--- src/rtl/dwr_params.svh ---
// Constants for the write and refresh command block
`ifndef DWR_PARAMS_SVH
`define DWR_PARAMS_SVH

// Command encoding on {cs_n, ras_n, cas_n, we_n}
`define DWR_CMD_REF      4'h1
`define DWR_CMD_PRE      4'h2
`define DWR_CMD_ACT      4'h3
`define DWR_CMD_WRITE    4'h4
`define DWR_CMD_READ     4'h5

// Burst field of the first mode register
`define DWR_BL_FIXED8    2'h0
`define DWR_BL_OTF       2'h1
`define DWR_BL_FIXED4    2'h2

// Address bit positions
`define DWR_A_CHOP       12
`define DWR_A_ALLBANK    10
`define DWR_COL_MSB      9

// Beats per burst
`define DWR_BEATS_BL8    4'h8
`define DWR_BEATS_BC4    4'h4

// Widths
`define DWR_ADDR_W       14
`define DWR_BANK_W       3
`define DWR_NBANK        8
`define DWR_COL_W        10
`define DWR_DQ_W         8
`define DWR_ENTRY_W      26
`define DWR_FIFO_DEPTH   16
`define DWR_SYNC_W       32

// Sync vector bit positions
`define DWR_SV_CK        31
`define DWR_SV_CMD_HI    30
`define DWR_SV_CMD_LO    27
`define DWR_SV_ADDR_HI   26
`define DWR_SV_ADDR_LO   13
`define DWR_SV_BA_HI     12
`define DWR_SV_BA_LO     10
`define DWR_SV_DQS       9
`define DWR_SV_DQ_HI     8
`define DWR_SV_DQ_LO     1
`define DWR_SV_DM        0

// Timing
`define DWR_SYS_MHZ      40
`define DWR_TRFC_NS      110
`define DWR_TRFC_CYC     ((`DWR_TRFC_NS * `DWR_SYS_MHZ + 999) / 1000)
`define DWR_WINDOW_CK    8'h10

// Reset values
`define DWR_ROW_RST      14'h0000
`define DWR_BANKS_RST    8'h00

`endif

--- src/rtl/dwr_pkg.sv ---
// Types shared by the write and refresh command block
package dwr_pkg;

	typedef enum logic [2:0]
	{
		DWR_IDLE    = 3'b001,
		DWR_WDATA   = 3'b010,
		DWR_REFRESH = 3'b100
	} dwr_state_e;

endpackage
--- src/rtl/dwr_core.sv ---
// Device-side write burst capture and refresh command handling
// Behaviour
// - With on-the-fly mode, A12 low gives four-beat chop, high gives eight beats.
// - A12 never enters the column address of a read or write.
// - Data timing slips only corrupt the offending burst; block keeps running.
// - Strobe timing slips corrupt the offending burst and a write queued behind it; no reinitialisation needed.
// - One mask bit per eight data bits, captured like a data bit.
// - Mask input ignored outside write bursts, reads included.
// - Byte-wide part: mask pin becomes termination strobe when enabled.
// - Burst field 00 eight beats, 01 on the fly, 10 fixed chop.
// - Refresh decoded from cs, ras, cas low, we high; one per command.
// - Refresh rows come from an internal counter; address bus ignored.
// - After refresh all banks are precharged and idle.
`timescale 1ns/1ps
`include "dwr_params.svh"
module dwr_core
(
	input  wire logic                      sysClk,
	input  wire logic                      arst_n,
	input  wire logic                      ckPin,
	input  wire logic                      csPin_n,
	input  wire logic                      rasPin_n,
	input  wire logic                      casPin_n,
	input  wire logic                      wePin_n,
	input  wire logic [`DWR_ADDR_W-1:0]    addrPin,
	input  wire logic [`DWR_BANK_W-1:0]    bankPin,
	input  wire logic                      dqsPin,
	input  wire logic [`DWR_DQ_W-1:0]      dqPin,
	input  wire logic                      dmPin,
	input  wire logic [1:0]                burstMode,
	input  wire logic                      tdqsEnable,
	output logic                           beatValid,
	input  wire logic                      beatReady,
	output logic      [`DWR_DQ_W-1:0]      beatData,
	output logic                           beatMask,
	output logic      [`DWR_BANK_W-1:0]    beatBank,
	output logic      [`DWR_COL_W-1:0]     beatCol,
	output logic      [2:0]                beatIndex,
	output logic                           beatFault,
	output logic                           burstFault,
	output logic                           refreshActive,
	output logic                           refreshDone,
	output logic      [`DWR_ADDR_W-1:0]    refreshRow,
	output logic      [`DWR_NBANK-1:0]     banksOpen,
	output logic                           allIdle
);

	localparam logic [7:0] TRFC_CYC = 8'(`DWR_TRFC_CYC);

	logic [`DWR_SYNC_W-1:0]      syncA;
	logic [`DWR_SYNC_W-1:0]      syncB;
	wire  [`DWR_SYNC_W-1:0]      pinVec;
	logic                        ckPrev;
	logic                        dqsPrev;

	dwr_pkg::dwr_state_e         state;
	dwr_pkg::dwr_state_e         next_state;

	logic [`DWR_BANK_W-1:0]      curBank;
	logic [`DWR_COL_W-1:0]       curCol;
	logic [3:0]                  beatsNeeded;
	logic [3:0]                  beatCnt;
	logic                        curErr;
	logic [7:0]                  ckCnt;
	logic                        pendWrite;
	logic [`DWR_BANK_W-1:0]      pendBank;
	logic [`DWR_COL_W-1:0]       pendCol;
	logic                        pendChop;
	logic [7:0]                  refCnt;
	logic                        holdValid;
	logic [`DWR_ENTRY_W-1:0]     holdData;
	logic                        fifoInReady;
	logic [`DWR_ENTRY_W-1:0]     fifoOut;
	logic [`DWR_NBANK-1:0]       next_banksOpen;

	// All pins arrive from the link side, so every bit gets two flops
	assign pinVec = {ckPin, csPin_n, rasPin_n, casPin_n, wePin_n, addrPin, bankPin, dqsPin, dqPin, dmPin};

	genvar gi;
	generate
		for (gi = 0; gi < `DWR_SYNC_W; gi++)
		begin : gSync
			always_ff @(posedge sysClk or negedge arst_n)
			begin
				if (!arst_n)
				begin
					syncA[gi] <= 1'b1;
					syncB[gi] <= 1'b1;
				end
				else
				begin
					syncA[gi] <= pinVec[gi];
					syncB[gi] <= syncA[gi];
				end
			end
		end
	endgenerate

	// Previous levels for edge finding, taken from the second stage only
	always_ff @(posedge sysClk or negedge arst_n)
	begin
		if (!arst_n)
		begin
			ckPrev  <= 1'b1;
			dqsPrev <= 1'b1;
		end
		else
		begin
			ckPrev  <= syncB[`DWR_SV_CK];
			dqsPrev <= syncB[`DWR_SV_DQS];
		end
	end

	// Decode of the synchronised command bus
	wire                     ckRise  = syncB[`DWR_SV_CK] & ~ckPrev;
	wire                     dqsEdge = syncB[`DWR_SV_DQS] ^ dqsPrev;
	wire [3:0]               cmdBits = syncB[`DWR_SV_CMD_HI:`DWR_SV_CMD_LO];
	wire [`DWR_ADDR_W-1:0]   addrS   = syncB[`DWR_SV_ADDR_HI:`DWR_SV_ADDR_LO];
	wire [`DWR_BANK_W-1:0]   bankS   = syncB[`DWR_SV_BA_HI:`DWR_SV_BA_LO];
	wire [`DWR_DQ_W-1:0]     dqS     = syncB[`DWR_SV_DQ_HI:`DWR_SV_DQ_LO];
	wire                     dmS     = syncB[`DWR_SV_DM];
	wire                     isRef   = ckRise & (cmdBits == `DWR_CMD_REF);
	wire                     isWrite = ckRise & (cmdBits == `DWR_CMD_WRITE);
	wire                     isAct   = ckRise & (cmdBits == `DWR_CMD_ACT);
	wire                     isPre   = ckRise & (cmdBits == `DWR_CMD_PRE);

	// A12 picks chop or full burst on the fly
	wire cmdChop = (burstMode == `DWR_BL_FIXED4) |
	               ((burstMode == `DWR_BL_OTF) & ~addrS[`DWR_A_CHOP]);
	// column drops A12 and upper bits
	wire [`DWR_COL_W-1:0] cmdCol = addrS[`DWR_COL_MSB:0];

	// mask pin is a termination strobe when enabled
	// mask captured with the same edge as data
	wire beatMaskBit = tdqsEnable ? 1'b0 : dmS;

	// Burst bookkeeping terms
	wire inWdata    = (state == dwr_pkg::DWR_WDATA);
	// mask and data only taken inside a write burst
	wire takeBeat   = inWdata & dqsEdge & (beatCnt != beatsNeeded);
	// overrun marks only the current burst
	wire overrun    = takeBeat & holdValid & ~fifoInReady;
	wire burstFull  = (beatCnt == beatsNeeded) & ~holdValid;
	// missing strobe edges end the burst after a window
	wire timeout    = inWdata & (ckCnt == `DWR_WINDOW_CK);
	wire burstEnd   = inWdata & (burstFull | timeout);
	wire refEnd     = (state == dwr_pkg::DWR_REFRESH) & (refCnt == 8'h00);

	// Next state selection
	always_comb
	begin
		next_state = state;
		case (state)
			dwr_pkg::DWR_IDLE:
			begin
				if (isWrite)
					next_state = dwr_pkg::DWR_WDATA;
				else if (isRef)
					next_state = dwr_pkg::DWR_REFRESH;
			end
			dwr_pkg::DWR_WDATA:
			begin
				if (burstEnd & ~pendWrite)
					next_state = dwr_pkg::DWR_IDLE;
			end
			dwr_pkg::DWR_REFRESH:
			begin
				if (refEnd)
					next_state = dwr_pkg::DWR_IDLE;
			end
			default:
				next_state = dwr_pkg::DWR_IDLE;
		endcase
	end

	always_ff @(posedge sysClk or negedge arst_n)
	begin
		if (!arst_n)
			state <= dwr_pkg::DWR_IDLE;
		else
			state <= next_state;
	end

	// Burst setup, beat counting and a one-deep queue for a following write
	always_ff @(posedge sysClk or negedge arst_n)
	begin
		if (!arst_n)
		begin
			curBank     <= '0;
			curCol      <= '0;
			beatsNeeded <= `DWR_BEATS_BL8;
			beatCnt     <= 4'h0;
			curErr      <= 1'b0;
			ckCnt       <= 8'h00;
			pendWrite   <= 1'b0;
			pendBank    <= '0;
			pendCol     <= '0;
			pendChop    <= 1'b0;
		end
		else if (state == dwr_pkg::DWR_IDLE)
		begin
			if (isWrite)
			begin
				curBank     <= bankS;
				curCol      <= cmdCol;
				beatsNeeded <= cmdChop ? `DWR_BEATS_BC4 : `DWR_BEATS_BL8;
				beatCnt     <= 4'h0;
				curErr      <= 1'b0;
				ckCnt       <= 8'h00;
			end
		end
		else if (inWdata)
		begin
			if (isWrite)
			begin
				pendWrite <= 1'b1;
				pendBank  <= bankS;
				pendCol   <= cmdCol;
				pendChop  <= cmdChop;
			end
			if (burstEnd & pendWrite)
			begin
				// Fault state never carries into the next burst
				curBank     <= pendBank;
				curCol      <= pendCol;
				beatsNeeded <= pendChop ? `DWR_BEATS_BC4 : `DWR_BEATS_BL8;
				beatCnt     <= 4'h0;
				curErr      <= 1'b0;
				ckCnt       <= 8'h00;
				pendWrite   <= isWrite;
			end
			else
			begin
				if (takeBeat & ~overrun)
					beatCnt <= 4'(beatCnt + 1'b1);
				if (overrun)
					curErr <= 1'b1;
				if (ckRise)
					ckCnt <= 8'(ckCnt + 1'b1);
			end
		end
	end

	// Holding stage stalls on a full FIFO instead of dropping the beat
	always_ff @(posedge sysClk or negedge arst_n)
	begin
		if (!arst_n)
		begin
			holdValid <= 1'b0;
			holdData  <= '0;
		end
		else
		begin
			if (takeBeat & ~overrun)
			begin
				holdValid <= 1'b1;
				holdData  <= {curErr, curBank, curCol, beatCnt[2:0], beatMaskBit, dqS};
			end
			else if (fifoInReady)
				holdValid <= 1'b0;
		end
	end

	dwr_fifo
	#(
		.WIDTH (`DWR_ENTRY_W),
		.DEPTH (`DWR_FIFO_DEPTH)
	)
	uFifo
	(
		.sysClk   (sysClk),
		.arst_n   (arst_n),
		.inValid  (holdValid),
		.inReady  (fifoInReady),
		.inData   (holdData),
		.outValid (beatValid),
		.outReady (beatReady),
		.outData  (fifoOut)
	);

	// Field split of the FIFO word
	assign beatFault = fifoOut[25];
	assign beatBank  = fifoOut[24:22];
	assign beatCol   = fifoOut[21:12];
	assign beatIndex = fifoOut[11:9];
	assign beatMask  = fifoOut[8];
	assign beatData  = fifoOut[7:0];

	// Bank open tracking from activate and precharge
	always_comb
	begin
		next_banksOpen = banksOpen;
		if (isAct)
			next_banksOpen[bankS] = 1'b1;
		if (isPre & addrS[`DWR_A_ALLBANK])
			next_banksOpen = `DWR_BANKS_RST;
		else if (isPre)
			next_banksOpen[bankS] = 1'b0;
		// refresh completion leaves every bank precharged
		if (refEnd)
			next_banksOpen = `DWR_BANKS_RST;
	end

	// Refresh timer, internal row counter and status pulses
	always_ff @(posedge sysClk or negedge arst_n)
	begin
		if (!arst_n)
		begin
			refCnt      <= 8'h00;
			refreshRow  <= `DWR_ROW_RST;
			refreshDone <= 1'b0;
			burstFault  <= 1'b0;
			banksOpen   <= `DWR_BANKS_RST;
		end
		else
		begin
			banksOpen   <= next_banksOpen;
			refreshDone <= refEnd;
			burstFault  <= (burstEnd & (timeout | curErr)) | (inWdata & overrun);
			if ((state == dwr_pkg::DWR_IDLE) & isRef)
			begin
				// internal row counter, moves only on refresh
				refreshRow <= `DWR_ADDR_W'(refreshRow + 1'b1);
				// one refresh of five system clocks per command, never repeats itself
				refCnt     <= 8'(TRFC_CYC - 1'b1);
			end
			else if ((state == dwr_pkg::DWR_REFRESH) & (refCnt != 8'h00))
				refCnt <= 8'(refCnt - 1'b1);
		end
	end

	assign refreshActive = (state == dwr_pkg::DWR_REFRESH);
	assign allIdle       = (banksOpen == `DWR_BANKS_RST) & (state == dwr_pkg::DWR_IDLE);

endmodule

--- src/rtl/dwr_fifo.sv ---
// Beat FIFO with registered read data
`timescale 1ns/1ps
module dwr_fifo
#(
	parameter int WIDTH = 26,
	parameter int DEPTH = 16
)
(
	input  wire logic             sysClk,
	input  wire logic             arst_n,
	input  wire logic             inValid,
	output logic                  inReady,
	input  wire logic [WIDTH-1:0] inData,
	output logic                  outValid,
	input  wire logic             outReady,
	output logic      [WIDTH-1:0] outData
);

	localparam int AW = $clog2(DEPTH);

	logic [WIDTH-1:0] mem [DEPTH];
	logic [AW-1:0]    wrPtr;
	logic [AW-1:0]    rdPtr;
	logic [AW:0]      count;
	wire              push;
	wire              pop;

	// Full only when the array holds DEPTH words; output stage is extra
	assign inReady = (count != (AW+1)'(DEPTH));
	assign push    = inValid & inReady;
	assign pop     = (count != '0) & (~outValid | outReady);

	// Array write, no reset needed on storage
	always_ff @(posedge sysClk)
	begin
		if (push)
			mem[wrPtr] <= inData;
	end

	// Pointers, occupancy and output register
	always_ff @(posedge sysClk or negedge arst_n)
	begin
		if (!arst_n)
		begin
			wrPtr    <= '0;
			rdPtr    <= '0;
			count    <= '0;
			outValid <= 1'b0;
			outData  <= '0;
		end
		else
		begin
			if (push)
				wrPtr <= AW'(wrPtr + 1'b1);
			if (pop)
			begin
				rdPtr   <= AW'(rdPtr + 1'b1);
				outData <= mem[rdPtr];
			end
			count <= (AW+1)'(count + {{AW{1'b0}}, push} - {{AW{1'b0}}, pop});
			if (pop)
				outValid <= 1'b1;
			else if (outReady)
				outValid <= 1'b0;
		end
	end

endmodule

--- config.mk ---
export PLATFORM = sky130hd
export DESIGN_NAME = dwr_core
export DESIGN_NICKNAME = d
export VERILOG_FILES = /design/src/rtl/dwr_pkg.sv /design/src/rtl/dwr_core.sv /design/src/rtl/dwr_fifo.sv
export VERILOG_INCLUDE_DIRS = /design/src /design/src/rtl
export SDC_FILE = /design/constraint.sdc
export NUM_CORES = 1
export LEC_CHECK = 0
export BUFFER_PORTS_ARGS = -buffer_cell sky130_fd_sc_hd__buf_2
export CAP_MARGIN = 10
export CORE_MARGIN = 2
export CORE_UTILIZATION = 33
export DETAILED_ROUTE_END_ITERATION = 10
export GPL_TIMING_DRIVEN = 0
export MAX_ROUTING_LAYER = met4
export SETUP_SLACK_MARGIN = 0.2
export SLEW_MARGIN = 20
export SYNTH_ARGS = -nofsm -noshare
export SYNTH_HDL_FRONTEND = slang
export SYNTH_SLANG_ARGS = --single-unit
--- constraint.sdc ---
create_clock -name sysClk -period 6.15 [get_ports sysClk]
set_clock_uncertainty 0.1 [all_clocks]
set_input_delay 0.615 -clock sysClk [delete_from_list [all_inputs] [get_ports sysClk]]
set_output_delay 0.615 -clock sysClk [all_outputs]
set_load 0.05 [all_outputs]
# --- Word level (Yosys, flattened, before mapping) ---
# Memories as Yosys holds them, arrays and structs flattened. A register that Yosys moved wholly into a read port is not among the register bits.
# Index checks and enable logic that the tools add are counted.
op_classes:
  reduce_logical: 22
  add_sub_neg: 8
  mux: 51
  n_bitwise: 42
  n_eq_ne: 17
  div_mod_pow: 0
  mul: 0
  n_shift: 0
  magnitude_cmp: 2
ops:
  columns: ["operator", "count"]
  rows:
  - ["two-way mux 8 bit", 11]
  - ["two-way mux 4 bit", 11]
  - ["two-way mux 10 bit", 4]
  - ["bitwise AND 1 bit", 25]
  - ["two-way mux 3 bit", 8]
  - ["AND reduction 3 bit", 7]
  - ["zero test 8 bit", 2]
  - ["two-way mux 1 bit", 15]
  - ["adder 14 x 1 -> 14 bit, second input constant", 1]
  - ["adder 4 x 1 -> 4 bit, second input constant", 3]
  - ["nonzero test 2 bit", 6]
  - ["case mux 3 bit (3 select lines)", 1]
  - ["nonzero test 3 bit", 3]
  - ["adder 8 x 1 -> 8 bit, second input constant", 1]
  - ["bitwise AND 8 bit", 1]
  - ["equality test 4 x 2 -> 1 bit, second input constant", 2]
  - ["equality test 8 x 5 -> 1 bit, second input constant", 1]
  - ["inverter 1 bit", 8]
  - ["inverter 8 bit", 1]
  - ["OR 8 bit", 1]
  - ["nonzero test 8 bit", 1]
  - ["subtractor 8 x 1 -> 8 bit, second input constant", 1]
  - ["adder 5 x 1 -> 5 bit", 1]
  - ["!= test 5 bit, second input constant", 1]
  - ["other kinds (21)", 26]
totals:
  ramBits: 416
  mem_count: 1
  elab_cells: 227
  latchBits: 0
  mem_bits_ro: 0
  in_bits: 38
  register_bits: 183
mem_list:
  columns: ["name", "words", "width", "read_ports", "rd_ports_with_merged_regs", "wr", "line_no", "rtl"]
  rows:
  - ["uFifo.mem", 16, 26, 1, 1, 1, "dwr_fifo.sv:21", "logic [WIDTH-1:0] mem [DEPTH];"]

# --- Longest topological paths before layout ---
# Gate-level depths: netlist (run 1).
depth:
  depth_word: 11
  mapped_depth: 15
  depth_no_buf: 15

# --- Modules after synthesis ---
# A second synthesis (run 1) with hierarchy kept.
hier_totals:
  cells_unflattened: 1280
  area_unflattened_um2: 24140.7
by_module_without_submodules:
  columns: ["module", "instances", "cells_per_inst", "area_per_inst_um2", "seq_area_each_um2"]
  rows:
  - ["dwr_fifo", 1, 786, 17573.1, 13492.9]
  - ["dwr_core", 1, 494, 6567.5, 4259.1]

# --- Least setup slack after synthesis (run 1) ---
# OpenSTA, ideal clock, no wires.
synth_path:
  path_kind: "register to register"
  start: "register uFifo.count[2]"
  end: "memory uFifo.mem[3][0], enable pin"
  slack_ns: 2.542
  t_arrival_ns: 3.066
  required_time_ns: 5.608
  path_buffers: 1
  stages_incl_launch_ff: 8
  setup_ns: 0.442
  cell_sequence: "dfrtp_1 inv_1 ha_1 nor4bb_1 nor2b_1 clkbuf_1 nand2_1 nor3_1"
synth_between:
  elab_chain_cells: 4
synth_lines:
  columns: ["item", "line_no", "rtl"]
  rows:
  - ["start: declaration", "dwr_fifo.sv:24", "logic [AW:0] count;"]
  - ["start signal: assignment", "dwr_fifo.sv:60", "count <= (AW+1)'(count + {{AW{1'b0}}, push} - {{AW{1'b0}}, pop});"]
  - ["!= test 5 bit", "dwr_fifo.sv:29", "assign inReady = (count != (AW+1)'(DEPTH));"]
  - ["bitwise AND 1 bit", "dwr_fifo.sv:30", "assign push = inValid & inReady;"]
  - ["via uFifo.push", "dwr_fifo.sv:25", "wire push;"]
  - ["two-way mux 1 bit", "dwr_fifo.sv:36", "if (push)"]
  - ["two-way mux 1 bit (not written as such)", "dwr_fifo.sv:37", "mem[wrPtr] <= inData;"]
  - ["end: declaration", "dwr_fifo.sv:21", null]
# The timed path passes the listed nets, and every way through them passes these cells.

# --- Worst setup path in the final report (run 1) ---
layout_path:
  start: "register uFifo.count[2]"
  end: "register uFifo.outData[16], read port of uFifo.mem"
layout_between:
  elab_chain_cells: 2
layout_lines:
  columns: ["item", "line_no", "rtl"]
  rows:
  - ["nonzero test 5 bit", "dwr_fifo.sv:31", "assign pop = (count != '0) & (~outValid | outReady);"]
  - ["bitwise AND 1 bit", "dwr_fifo.sv:31", null]
  - ["end: declaration", "dwr_fifo.sv:16", "output logic [WIDTH-1:0] outData"]
# No other way between the ends.
# A chain may end at the register's enable or synchronous reset.

==> impl_metrics.csv, run 1 <==
group,metric,value,unit
routing,viasPerCell,4.90,
critical_path,worst-setup-path-type,"reg2reg",
die,placeableCoreArea,0.0716,mm²
critical_path,timing.critical_path.to_type,"register",
routing,top_layer,"met4",
global_routing,grt_max_degree,106,
global_routing,first_global_vias,12900,
cts,number_of_buffers_inserted_during_clock_tree_synthesis,61,
routing,wl_met2,25800,µm
die,design.die.area,0.0745,mm²
finish,final_util,0.397,
run_status,status,"complete, no violations",
finish,fillers,6539,
min_path,min_delay_path_depth,3,
logic_synthesis,synth.avg_cell_area,17.8,µm²
sta,hold_violations,0,
logic_synthesis,yosys_warnings,0,
finish,area_growth,19.0,%
global_routing,gr-usage-all-layers,0.147,
routing,avgRoutedWirePerCell,20.7,µm
logic_synthesis,most_area_consuming_cells_after_synthesis,"edfxtp_1, dfrtp_1, dfstp_2",
sta,timing.fmax,298,MHz
sta,timing.final.crit_period,3.36,ns
finish,num-nets-final,1608,
cts,cts.path.max_buffers,3,
pwr,leakagePower,10.2,nW
run,cap_violations,0,
logic_synthesis,async_flop_share,0.332,
die,initial_utilization,0.334,
routing,detail-route-antenna-nets,0,
finish,layout.area.seq,0.0178,mm²
routing,drcViolationCount,0,
logic_synthesis,yosys.area.top_type,"edfxtp_1",
critical_path,start_kind,"register",
global_routing,wire_length_of_the_first_global_routing_pass,79600,µm
logic_synthesis,synth-main-ff-cell,"edfxtp_1",
critical_path,worstPathMaxFanout,10,
logic_synthesis,synth.ff_latch_count,623,
logic_synthesis,yosysSeqAreaShare,0.743,
logic_synthesis,syn-num-nets,1395,
die,floorplan.io_pins,91,
logic_synthesis,synth_most_common_cell,"edfxtp_1",
routing,drt_iter0_markers,1093,
sta,relSlewSlack,0.370,
placement,io_buffer_count,88,
logic_synthesis,number_of_instances_in_the_synthesized_netlist,1339,
global_routing,grt_remaining_overflow,0,
sta,grt_setup_unrepaired,"no",
cts,cts_tree,"done",
logic_synthesis,synth-edff-count,416,
cts,htreeDepth,2,
sta,setup_viol,0,
min_path,hold_path.startpoint,"tdqsEnable",
routing,wirelength,52800,µm
placement,finalWeightedCongestion,0.767,
sta,report.final.slew_viol_count,0,
critical_path,timing.reg2reg.worst_path_depth,8,
finish,total_area_of_multi_input_combinational_cells,0.00584,mm²
cts,cts_resized,0,
sta,max_slew.worst_pin.slew,0.945,ns
min_path,hold_path_class,"in2reg",
critical_path,reg2reg_launch_point,"uFifo.count[2]",
sta,period_share,0.546,
finish,drive_above_1_share,0.294,
pwr,powerDensity,390,mW/mm²
cts,cts.sink_count,623,
die,floorplan_die_width,273,µm
routing,wl_met3,3120,µm
cts,cts_setup_buffers,0,
pwr,irDropWorstVdd,0.258,mV
critical_path,cp.required,6.62,ns
finish,post_layout_nonfiller_instances,2555,
logic_synthesis,synth_top_cell_area_share,0.523,
critical_path,timing.critical_path.arrival,3.83,ns
cts,clock_insertion_delay_worst_skew,0.64,ns
logic_synthesis,yosysUniqueCellTypes,73,
placement,placedCellCount,2408,
critical_path,setup.worst_path.start,"uFifo.count[2]",
routing,drt_pre_antenna_iters,8,
die,row_count,98,
logic_synthesis,cell_area_after_synthesis,0.0239,mm²
die,floorplan.die.height,273,µm
placement,detailedPlacementHpwl,35000,µm
routing,routedLengthMet1,22800,µm
logic_synthesis,synth_top_cells_by_count,"edfxtp_1, dfrtp_1, mux2i_1",
cts,clk_pin_slew,0.06,ns
cts,clockRootBuffer,"clkbuf_16",
routing,detailroute.via_count,12500,
sta,fin_tns_setup,0,ns
global_routing,antenna_found_initial,0,
-- metal layers --
metal	vias to the layer above	track usage
li1	5639	-
met1	6441	0.189
met2	362	0.239
met3	86	0.0275
met4	0	0.0368
met5	-	-
-- sequential cells by signal (all words and copies together) (netlist names), 4 cells and up --
name,cells
pendCol,10
uFifo.count,5
uFifo.wrPtr,4
refCnt,8
ckCnt,8
uFifo.mem,416
syncA,30
uFifo.rdPtr,4
dqS,8
cmdBits,4
refreshRow,14
beatCnt,4
holdData,26
curCol,10
banksOpen,8
addrS,12
uFifo.outData,26
-- where the power goes --
group          switching (mW)  total, mW  leakage (nW)  internal (mW)
Sequential              0.212       4.94          5.97           4.73
Combinational            1.55       2.50          3.23          0.956
Clock                    1.59       3.62         0.960           2.03
-- per-stage QoR --
stage / total power, mW / hold WS (ns) / instance area (µm²) / setup WS [ns]
final: 11.1 / 0.236 / 28400 / 2.79
after global routing: 11.6 / 0.238 / 28400 / 2.58
after CTS: 11.2 / 0.218 / 28400 / 2.73
after detailed placement: 7.57 / 0.247 / 26100 / 2.67
after global placement: 7.52 / 0.246 / 25500 / 0.191
after floorplan: 6.75 / 0.219 / 23900 / 2.54
-- kinds of logic (layout without fill, tap and decap cells) --
| logic type | Yosys count | in the layout | synth area share |
|---|---|---|---|
| flip-flops | 623 | 623 | 0.743 |
| AND/OR/NAND/NOR | 241 | 241 | 0.0518 |
| multiplexers | 199 | 199 | 0.118 |
| AO/OA/AOI/OAI | 137 | 137 | 0.0469 |
| buffers and inverters | 85 | 350 | 0.0169 |
| XOR/XNOR | 36 | 36 | 0.0132 |
| adder cells (fa/ha/maj) | 18 | 18 | 0.00974 |
| other | 0 | 1 | 0 |
-- cells in the final DEF, fill, tap and decap left out, drive strengths merged, types with 11 or more instances in the layout --
| master | n |
|---|---|
| edfxtp | 416 |
| buf | 159 |
| dfrtp | 143 |
| clkbuf | 104 |
| mux2i | 95 |
| nand2 | 83 |
| dfstp | 64 |
| mux4 | 62 |
| nor2 | 54 |
| mux2 | 42 |
| dlygate4sd3 | 31 |
| clkinv | 27 |
| inv | 25 |
| xnor2 | 23 |
| o21ai | 22 |
| a22o | 20 |
| nand3 | 18 |
| ha | 17 |
| a221oi | 17 |
| a222oi | 16 |
| a21oi | 15 |
| or2 | 14 |
| xor2 | 13 |
| o221a | 13 |
| nor3 | 11 |
-- critical path, stage by stage, from the launching register on --
cell and delay, ns:
dfrtp_1 0.35, inv_1 0.07, ha_1 0.21, or4b_4 0.24, nand3_1 0.46, nor2_1 0.89, clkbuf_1 0.77, nand2_1 0.12
nand2_1 0.09
-- area by class of cell --
class,instances,area share
clock buffer,81,0.0599
inverter,22,0.00299
sequential,623,0.625
antenna,1,0.0000881
timing repair buffer,150,0.0445
clock inverter,34,0.00894
buffer,63,0.0112
multi-input combinational,631,0.206
tap,950,0.0418
-- timing repair --
| item | 4_1_cts | 5_1_grt |
|---|---|---|
| hold buffers | 31 | 0 |
| hold endpoints to repair | 51 | 0 |
| setup endpoints to repair | 0 | 0 |
-- final timing paths --
check / end / slack (ns)
hold / removal: holdData[8] / 0.24
max in group asynchronous: dqS[3] / 4.88
setup reg to reg: uFifo.outData[16] / 2.79
hold reg to reg: dqS[0] / 0.25
setup / recovery: uFifo.outData[16] / 2.79
min in group asynchronous: refreshRow[13] / 0.32
No activity file was read; power rests on OpenSTA's default activity.
==> inputs of run 2 (changes only) <==
ABC_AREA = 1   (was unset)
clock period = 3.25 ns   (was 6.15 ns; I/O delays follow)
==> run 2 against run 1 <==
  * Non-clock buffer count is 33 higher
  * Via count is 35% higher
  * First-iteration DRC count is 52% higher
  * Utilization is 0.30 points lower
  * Count of clock-buffer cells in the layout is 11 higher
  * Register-to-register slack worse by 2.4 ns
  * Power is 110% higher
  * Sequential power is 88% higher
  * Setup slack worse by 2.4 ns
  * Combinational power grew to 3.0 times the previous value
  * Global-route usage is 3.3 points higher
==> impl_metrics.csv, run 2 <==
group,metric,value,unit
finish,layout_common_cells,"nand2_1, edfxtp_1, nand3_1, dfrtp_1, a21oi_1",
finish,area_growth,18.5,%
cts,htreeDepth,2,
cts,number_of_buffers_inserted_during_clock_tree_synthesis,61,
die,initial_utilization,0.332,
logic_synthesis,async_flop_share,0.332,
global_routing,grt_max_degree,79,
finish,drive_above_1_share,0.132,
pwr,report.power.total,23.5,mW
routing,wirelength,67200,µm
critical_path,critical_path.cell_chain,"inv_1, ha_1, nand2_1, nor2_2, nand2_2, nand2_2, inv_1, clkbuf_8, ha_1, inv_1, ha_1, inv_1, fa_2, o21ai_1, a21oi_1, xor2_1",
pwr,leakagePower,11.4,nW
sta,grt_setup_unrepaired,"no",
sta,timing.fmax,351,MHz
sta,post-route-worst-setup-slack,0.401,ns
critical_path,cell_with_the_most_instances_on_the_worst_path,"inv_1",
global_routing,grt_remaining_overflow,0,
global_routing,gr-usage-all-layers,0.180,
cts,cts.sink_count,623,
finish,commonest_non_fill_non_tap_cell_in_the_layout,"nand2_1",
die,floorplan_die_width,278,µm
sta,finalHoldWorstSlack,0.156,ns
logic_synthesis,synth.ff_latch_count,623,
critical_path,setup.worst_path.start,"uFifo.count[3]",
finish,largest_reg_by_ff_count,"uFifo.mem",
cts,clockRootBuffer,"clkbuf_16",
run,cap_violations,0,
finish,fillers,7069,
logic_synthesis,synth_top_cells_by_count,"nand2_1, edfxtp_1, nand3_1",
finish,num-nets-final,2423,
cts,clock_insertion_delay_worst_skew,0.65,ns
sta,max_slew.worst_pin.slew,1.05,ns
die,floorplan.io_pins,91,
die,row_count,100,
global_routing,first_global_vias,16900,
logic_synthesis,synth-main-ff-cell,"edfxtp_1",
logic_synthesis,yosysUniqueCellTypes,39,
logic_synthesis,synth-edff-count,416,
sta,hold_violations,0,
logic_synthesis,yosys_warnings,0,
critical_path,worstPathMaxFanout,10,
logic_synthesis,synth.avg_cell_area,11.4,µm²
critical_path,timing.reg2reg.worst_path_depth,16,
cts,clk_pin_slew,0.06,ns
critical_path,reg2reg_launch_point,"uFifo.count[3]",
die,design.die.area,0.0770,mm²
routing,detail-route-antenna-nets,0,
routing,viasPerCell,4.98,
critical_path,start_kind,"register",
critical_path,cp_slowest_stage_delay,0.39,ns
routing,drt_pre_antenna_iters,5,
finish,antenna_cells_inserted,0,
logic_synthesis,yosys.area.top_type,"edfxtp_1",
logic_synthesis,most_area_consuming_cells_after_synthesis,"edfxtp_1, dfrtp_1, nand2_1",
routing,drt_iter0_markers,1659,
global_routing,antenna_found_initial,0,
finish,number_of_flip_flops_under_the_largest_register_name,416,
logic_synthesis,cell_area_after_synthesis,0.0247,mm²
routing,detailroute.via_count,16900,
sta,report.final.slew_viol_count,0,
min_path,hold_path_class,"in2async",
global_routing,wire_length_of_the_first_global_routing_pass,102000,µm
placement,finalWeightedCongestion,0.840,
logic_synthesis,number_of_instances_in_the_synthesized_netlist,2162,
sta,setup_viol,0,
critical_path,cp.required,3.65,ns
finish,largestRegisters,"uFifo.mem x416, syncA x30",
routing,drcViolationCount,0,
logic_synthesis,synth_top_cell_area_share,0.506,
placement,io_buffer_count,88,
die,placeableCoreArea,0.0743,mm²
critical_path,slowest_stage,"dfrtp_1",
run_status,status,"complete, no violations",
critical_path,timing.critical_path.to,"uFifo.count[4]",
routing,avgRoutedWirePerCell,19.8,µm
pwr,irDropWorstVdd,0.476,mV
sta,timing.final.crit_period,2.85,ns
critical_path,timing.critical_path.to_type,"register",
finish,final_util,0.394,
pwr,powerDensity,805,mW/mm²
cts,cts.path.max_buffers,3,
placement,dp_slack,-0.134,ns
logic_synthesis,yosysSeqAreaShare,0.719,
logic_synthesis,syn-num-nets,2218,
cts,cts_tree,"done",
critical_path,timing.critical_path.arrival,3.25,ns
cts,cts_setup_buffers,0,
logic_synthesis,synth_most_common_cell,"nand2_1",
placement,detailedPlacementHpwl,45000,µm
critical_path,timing.reg2reg.setup_slack,0.40,ns
sta,period_share,0.877,
sta,relSlewSlack,0.302,
critical_path,worst-setup-path-type,"reg2reg",
die,floorplan.die.height,278,µm
critical_path,reg2reg_to,"uFifo.count[4]",
==> run 2: cell count changes after synthesis, sizes merged, moves of 20 or more <==
cell,delta
a22o,-20
a21oi,+110
mux2,-42
nand2,+596
o31ai,+22
inv,+63
clkbuf,+38
mux4,-62
mux2i,-95
nor2,+67
nand3,+203
o21ai,+47
==> run 2: where the power goes <==
part / total, mW / internal [mW] / switching (mW)
Clock: 6.76 / 3.75 / 3.01
Combinational: 7.49 / 1.96 / 5.52
Sequential: 9.30 / 8.95 / 0.352
Total: 23.5 / 14.7 / 8.88
==> run 2: per-stage QoR <==
step	TNS (ns)	instances	instance area [µm²]
2_1_floorplan	0	2162	24700
3_3_place_gp	-659.85	3219	26300
3_5_place_dp	-0.134	3238	27000
4_1_cts	0	3387	29300
5_1_grt	0	3387	29300
6_report	0	3387	29300
==> run 2: layout make-up <==
class | count | area [µm²] | area share
well taps | 969 | 1210 | 0.0414
plain buffers | 104 | 459 | 0.0157
inverters | 88 | 330 | 0.0113
clock buffers | 92 | 1730 | 0.0590
repair buffers | 142 | 1320 | 0.0450
clock inverters | 22 | 176 | 0.00603
multi-input cells | 1347 | 6290 | 0.215
flip-flops and latches | 623 | 17800 | 0.607
==> run 2: routing by layer <==
layer	GRT usage	wire [µm]
met5	-	0
met2	0.293	32200
met3	0.0310	4910
met4	0.0664	2350
met1	0.224	27800
==> run 2: worst min-delay path by stage <==
stage                    end  depth (start not counted)  slack [ns]      start
6_report         refreshDone                          2        0.16     arst_n
5_1_grt        refreshRow[2]                          2        0.20     arst_n
4_1_cts        refreshRow[2]                          2        0.14     arst_n
3_5_place_dp    banksOpen[0]                          1        0.24     arst_n
3_3_place_gp        bankS[2]                          0        0.25  syncA[12]
2_1_floorplan   banksOpen[0]                          0       -0.07     arst_n
==> run 2: kinds of logic after synthesis <==
family | Yosys count | synth area share
AO/OA/AOI/OAI | 245 | 0.0540
buffers and inverters | 192 | 0.0316
AND/OR/NAND/NOR | 1054 | 0.176
adder cells (fa/ha/maj) | 18 | 0.00942
flip-flops | 623 | 0.719
XOR/XNOR | 30 | 0.0106
==> run 2: timing repair <==
action,in CTS,in global routing
gates cloned,0,0
resized for setup,4,4
setup endpoints to repair,2,1
hold endpoints to repair,112,0
hold buffers,35,0
==> run 2: worst max-delay path, delay by kind of cell, from the launching register on <==
kind | cells | cell delay, ns
AOI/OAI and AO/OA | 2 | 0.24
buffers and inverters | 5 | 0.48
and+or+nand+nor | 4 | 0.40
adders and majority gates | 4 | 0.97
xor gates and xnor gates | 1 | 0.14
DFF | 1 | 0.39
==> inputs of run 3 (changes only) <==
BUFFER_PORTS_ARGS = -buffer_cell sky130_fd_sc_hd__buf_4   (was -buffer_cell sky130_fd_sc_hd__buf_2)
==> run 3 against run 2 <==
  * Flip-flop and latch count stayed put
  * Non-clock buffer count down 2
  * Sequential share of layout area shrank 0.97 points
  * Global-route usage barely moved
  * Sequential power about the same
  * Routed wire length shrank 0.45%
==> impl_metrics.csv, run 3 (synthesis results as in run 2) <==
group,metric,value,unit
min_path,hold_path.startpoint,"beatReady",
cts,clockRootBuffer,"clkbuf_16",
sta,relSlewSlack,0.304,
pwr,leakagePower,11.6,nW
pwr,internal_power,15.5,mW
finish,number_of_flip_flops_under_the_largest_register_name,416,
routing,detail-route-antenna-nets,0,
global_routing,groute.layer.met2.usage,0.294,
pwr,irDropWorstVdd,0.443,mV
critical_path,setup.worst_path.start,"uFifo.count[2]",
critical_path,reg2reg_launch_point,"uFifo.count[2]",
sta,max_slew.worst_pin.slew,1.04,ns
critical_path,worst-setup-path-type,"reg2reg",
routing,viasPerCell,4.99,
finish,post_layout_nonfiller_instances,3393,
sta,post-route-worst-setup-slack,0.359,ns
routing,drcViolationCount,0,
placement,dp_slack,-0.170,ns
pwr,power_frac_seq,0.381,
placement,detailedPlacementHpwl,44600,µm
cts,htreeDepth,3,
global_routing,grt.busiest_layer,"met2",
cts,clk_pin_slew,0.06,ns
cts,number_of_buffers_inserted_during_clock_tree_synthesis,66,
critical_path,cp.required,3.62,ns
routing,drt_iter0_markers,1609,
min_path,hold_path_class,"in2reg",
sta,period_share,0.890,
routing,wirelength,66900,µm
sta,timing.fmax,346,MHz
sta,finalHoldWorstSlack,0.0258,ns
cts,cts.path.max_buffers,3,
die,floorplan.die.height,278,µm
critical_path,timing.critical_path.to_type,"register",
die,initial_utilization,0.332,
finish,num-nets-final,2426,
finish,drive_above_1_share,0.137,
finish,commonest_non_fill_non_tap_cell_in_the_layout,"nand2_1",
global_routing,antenna_found_initial,1,
global_routing,first_global_vias,16900,
critical_path,timing.critical_path.arrival,3.27,ns
global_routing,grt_remaining_overflow,0,
global_routing,wire_length_of_the_first_global_routing_pass,101000,µm
placement,io_buffer_count,88,
die,floorplan.io_pins,91,
global_routing,gr-usage-met3,0.0371,
critical_path,timing.reg2reg.setup_slack,0.36,ns
sta,fin_tns_setup,0,ns
die,row_count,100,
global_routing,met1_routing_resource_usage_after_global_routing,0.223,
routing,avgRoutedWirePerCell,19.7,µm
cts,cts.sink_count,623,
sta,setup_viol,0,
run,cap_violations,0,
finish,final_util,0.400,
die,floorplan_die_width,278,µm
pwr,comb_power_share,0.309,
global_routing,grt_max_degree,87,
cts,cts_tree,"done",
routing,drt_pre_antenna_iters,6,
sta,hold_violations,0,
finish,largestRegisters,"uFifo.mem x416, syncA x30",
critical_path,worstPathMaxFanout,10,
critical_path,start_kind,"register",
pwr,netSwitchingFraction,0.366,
sta,report.final.slew_viol_count,0,
pwr,netsw,8.95,mW
pwr,share_clk_of_total_power,0.310,
routing,detailroute.via_count,16900,
sta,timing.final.crit_period,2.89,ns
die,design.die.area,0.0770,mm²
die,placeableCoreArea,0.0743,mm²
global_routing,gr-usage-all-layers,0.179,
placement,finalWeightedCongestion,0.842,
run_status,status,"complete, no violations",
finish,largest_reg_by_ff_count,"uFifo.mem",
sta,grt_setup_unrepaired,"no",
placement,placedCellCount,3237,
cts,clock_insertion_delay_worst_skew,0.60,ns
pwr,powerDensity,823,mW/mm²
finish,area_growth,20.4,%
finish,layout_common_cells,"nand2_1, edfxtp_1, nand3_1, dfrtp_1, a21oi_1",
-- run 3: per-layer routing --
layer / vias to the layer above / part of all wire
li1: 7811 / -
met2: 726 / 0.48
met4: 0 / 0.030
met5: - / 0
met1: 8252 / 0.41
met3: 142 / 0.080
-- run 3: what timing repair did --
action,4_1_cts,5_1_grt
hold buffers,34,0
pin swaps,0,0
endpoints found under the hold margin,199,0
resized for setup,5,4
gates cloned,0,0
setup buffers,0,0
endpoints found under the setup margin,3,1
-- run 3: through the flow --
| step | power [mW] | cell area (µm²) |
|---|---|---|
| 6_report | 24.5 | 29700 |
| 5_1_grt | 25.8 | 29700 |
| 4_1_cts | 24.6 | 29700 |
| 3_5_place_dp | 16.9 | 27200 |
| 3_3_place_gp | 16.8 | 26600 |
| 2_1_floorplan | 14.1 | 24700 |
-- run 3: path summary, 6_finish.rpt --
path | end | cells after the start
max | uFifo.count[4] | 16
min | uFifo.outValid | 4
max reg2reg | uFifo.count[4] | 16
min reg2reg | dqS[6] | 0
max in group asynchronous | uFifo.outData[5] | 3
min in group asynchronous | banksOpen[6] | 2
-- run 3: layout make-up --
cell class	instances	area [µm²]
antenna	1	2.50
buffer	104	459
clock buffer	99	1940
clock inverter	22	258
fill	7032	44600
inverter	88	330
multi-input combinational	1347	6300
sequential	623	17800
tap	969	1210
timing repair buffer	140	1490
-- run 3: worst max-delay path: stages, from the launching register on --
cell and delay [ns]:
dfrtp_1 0.39, inv_1 0.10, ha_1 0.15, nand2_1 0.08, nor2_4 0.12, nand2_2 0.08, nand2_2 0.10, inv_1 0.10
clkbuf_8 0.20, ha_1 0.30, inv_1 0.06, ha_1 0.16, inv_1 0.07, fa_2 0.38, o21ai_1 0.14, a21oi_1 0.09
xor2_1 0.14
-- run 3: power groups by stage --
stage	combinational [mW]	clock, mW	sequential, mW
2_1_floorplan	4.10	0	10.0
3_3_place_gp	7.32	0	9.45
3_5_place_dp	7.45	0	9.48
4_1_cts	7.53	7.74	9.32
5_1_grt	8.32	8.06	9.38
6_report	7.56	7.59	9.32
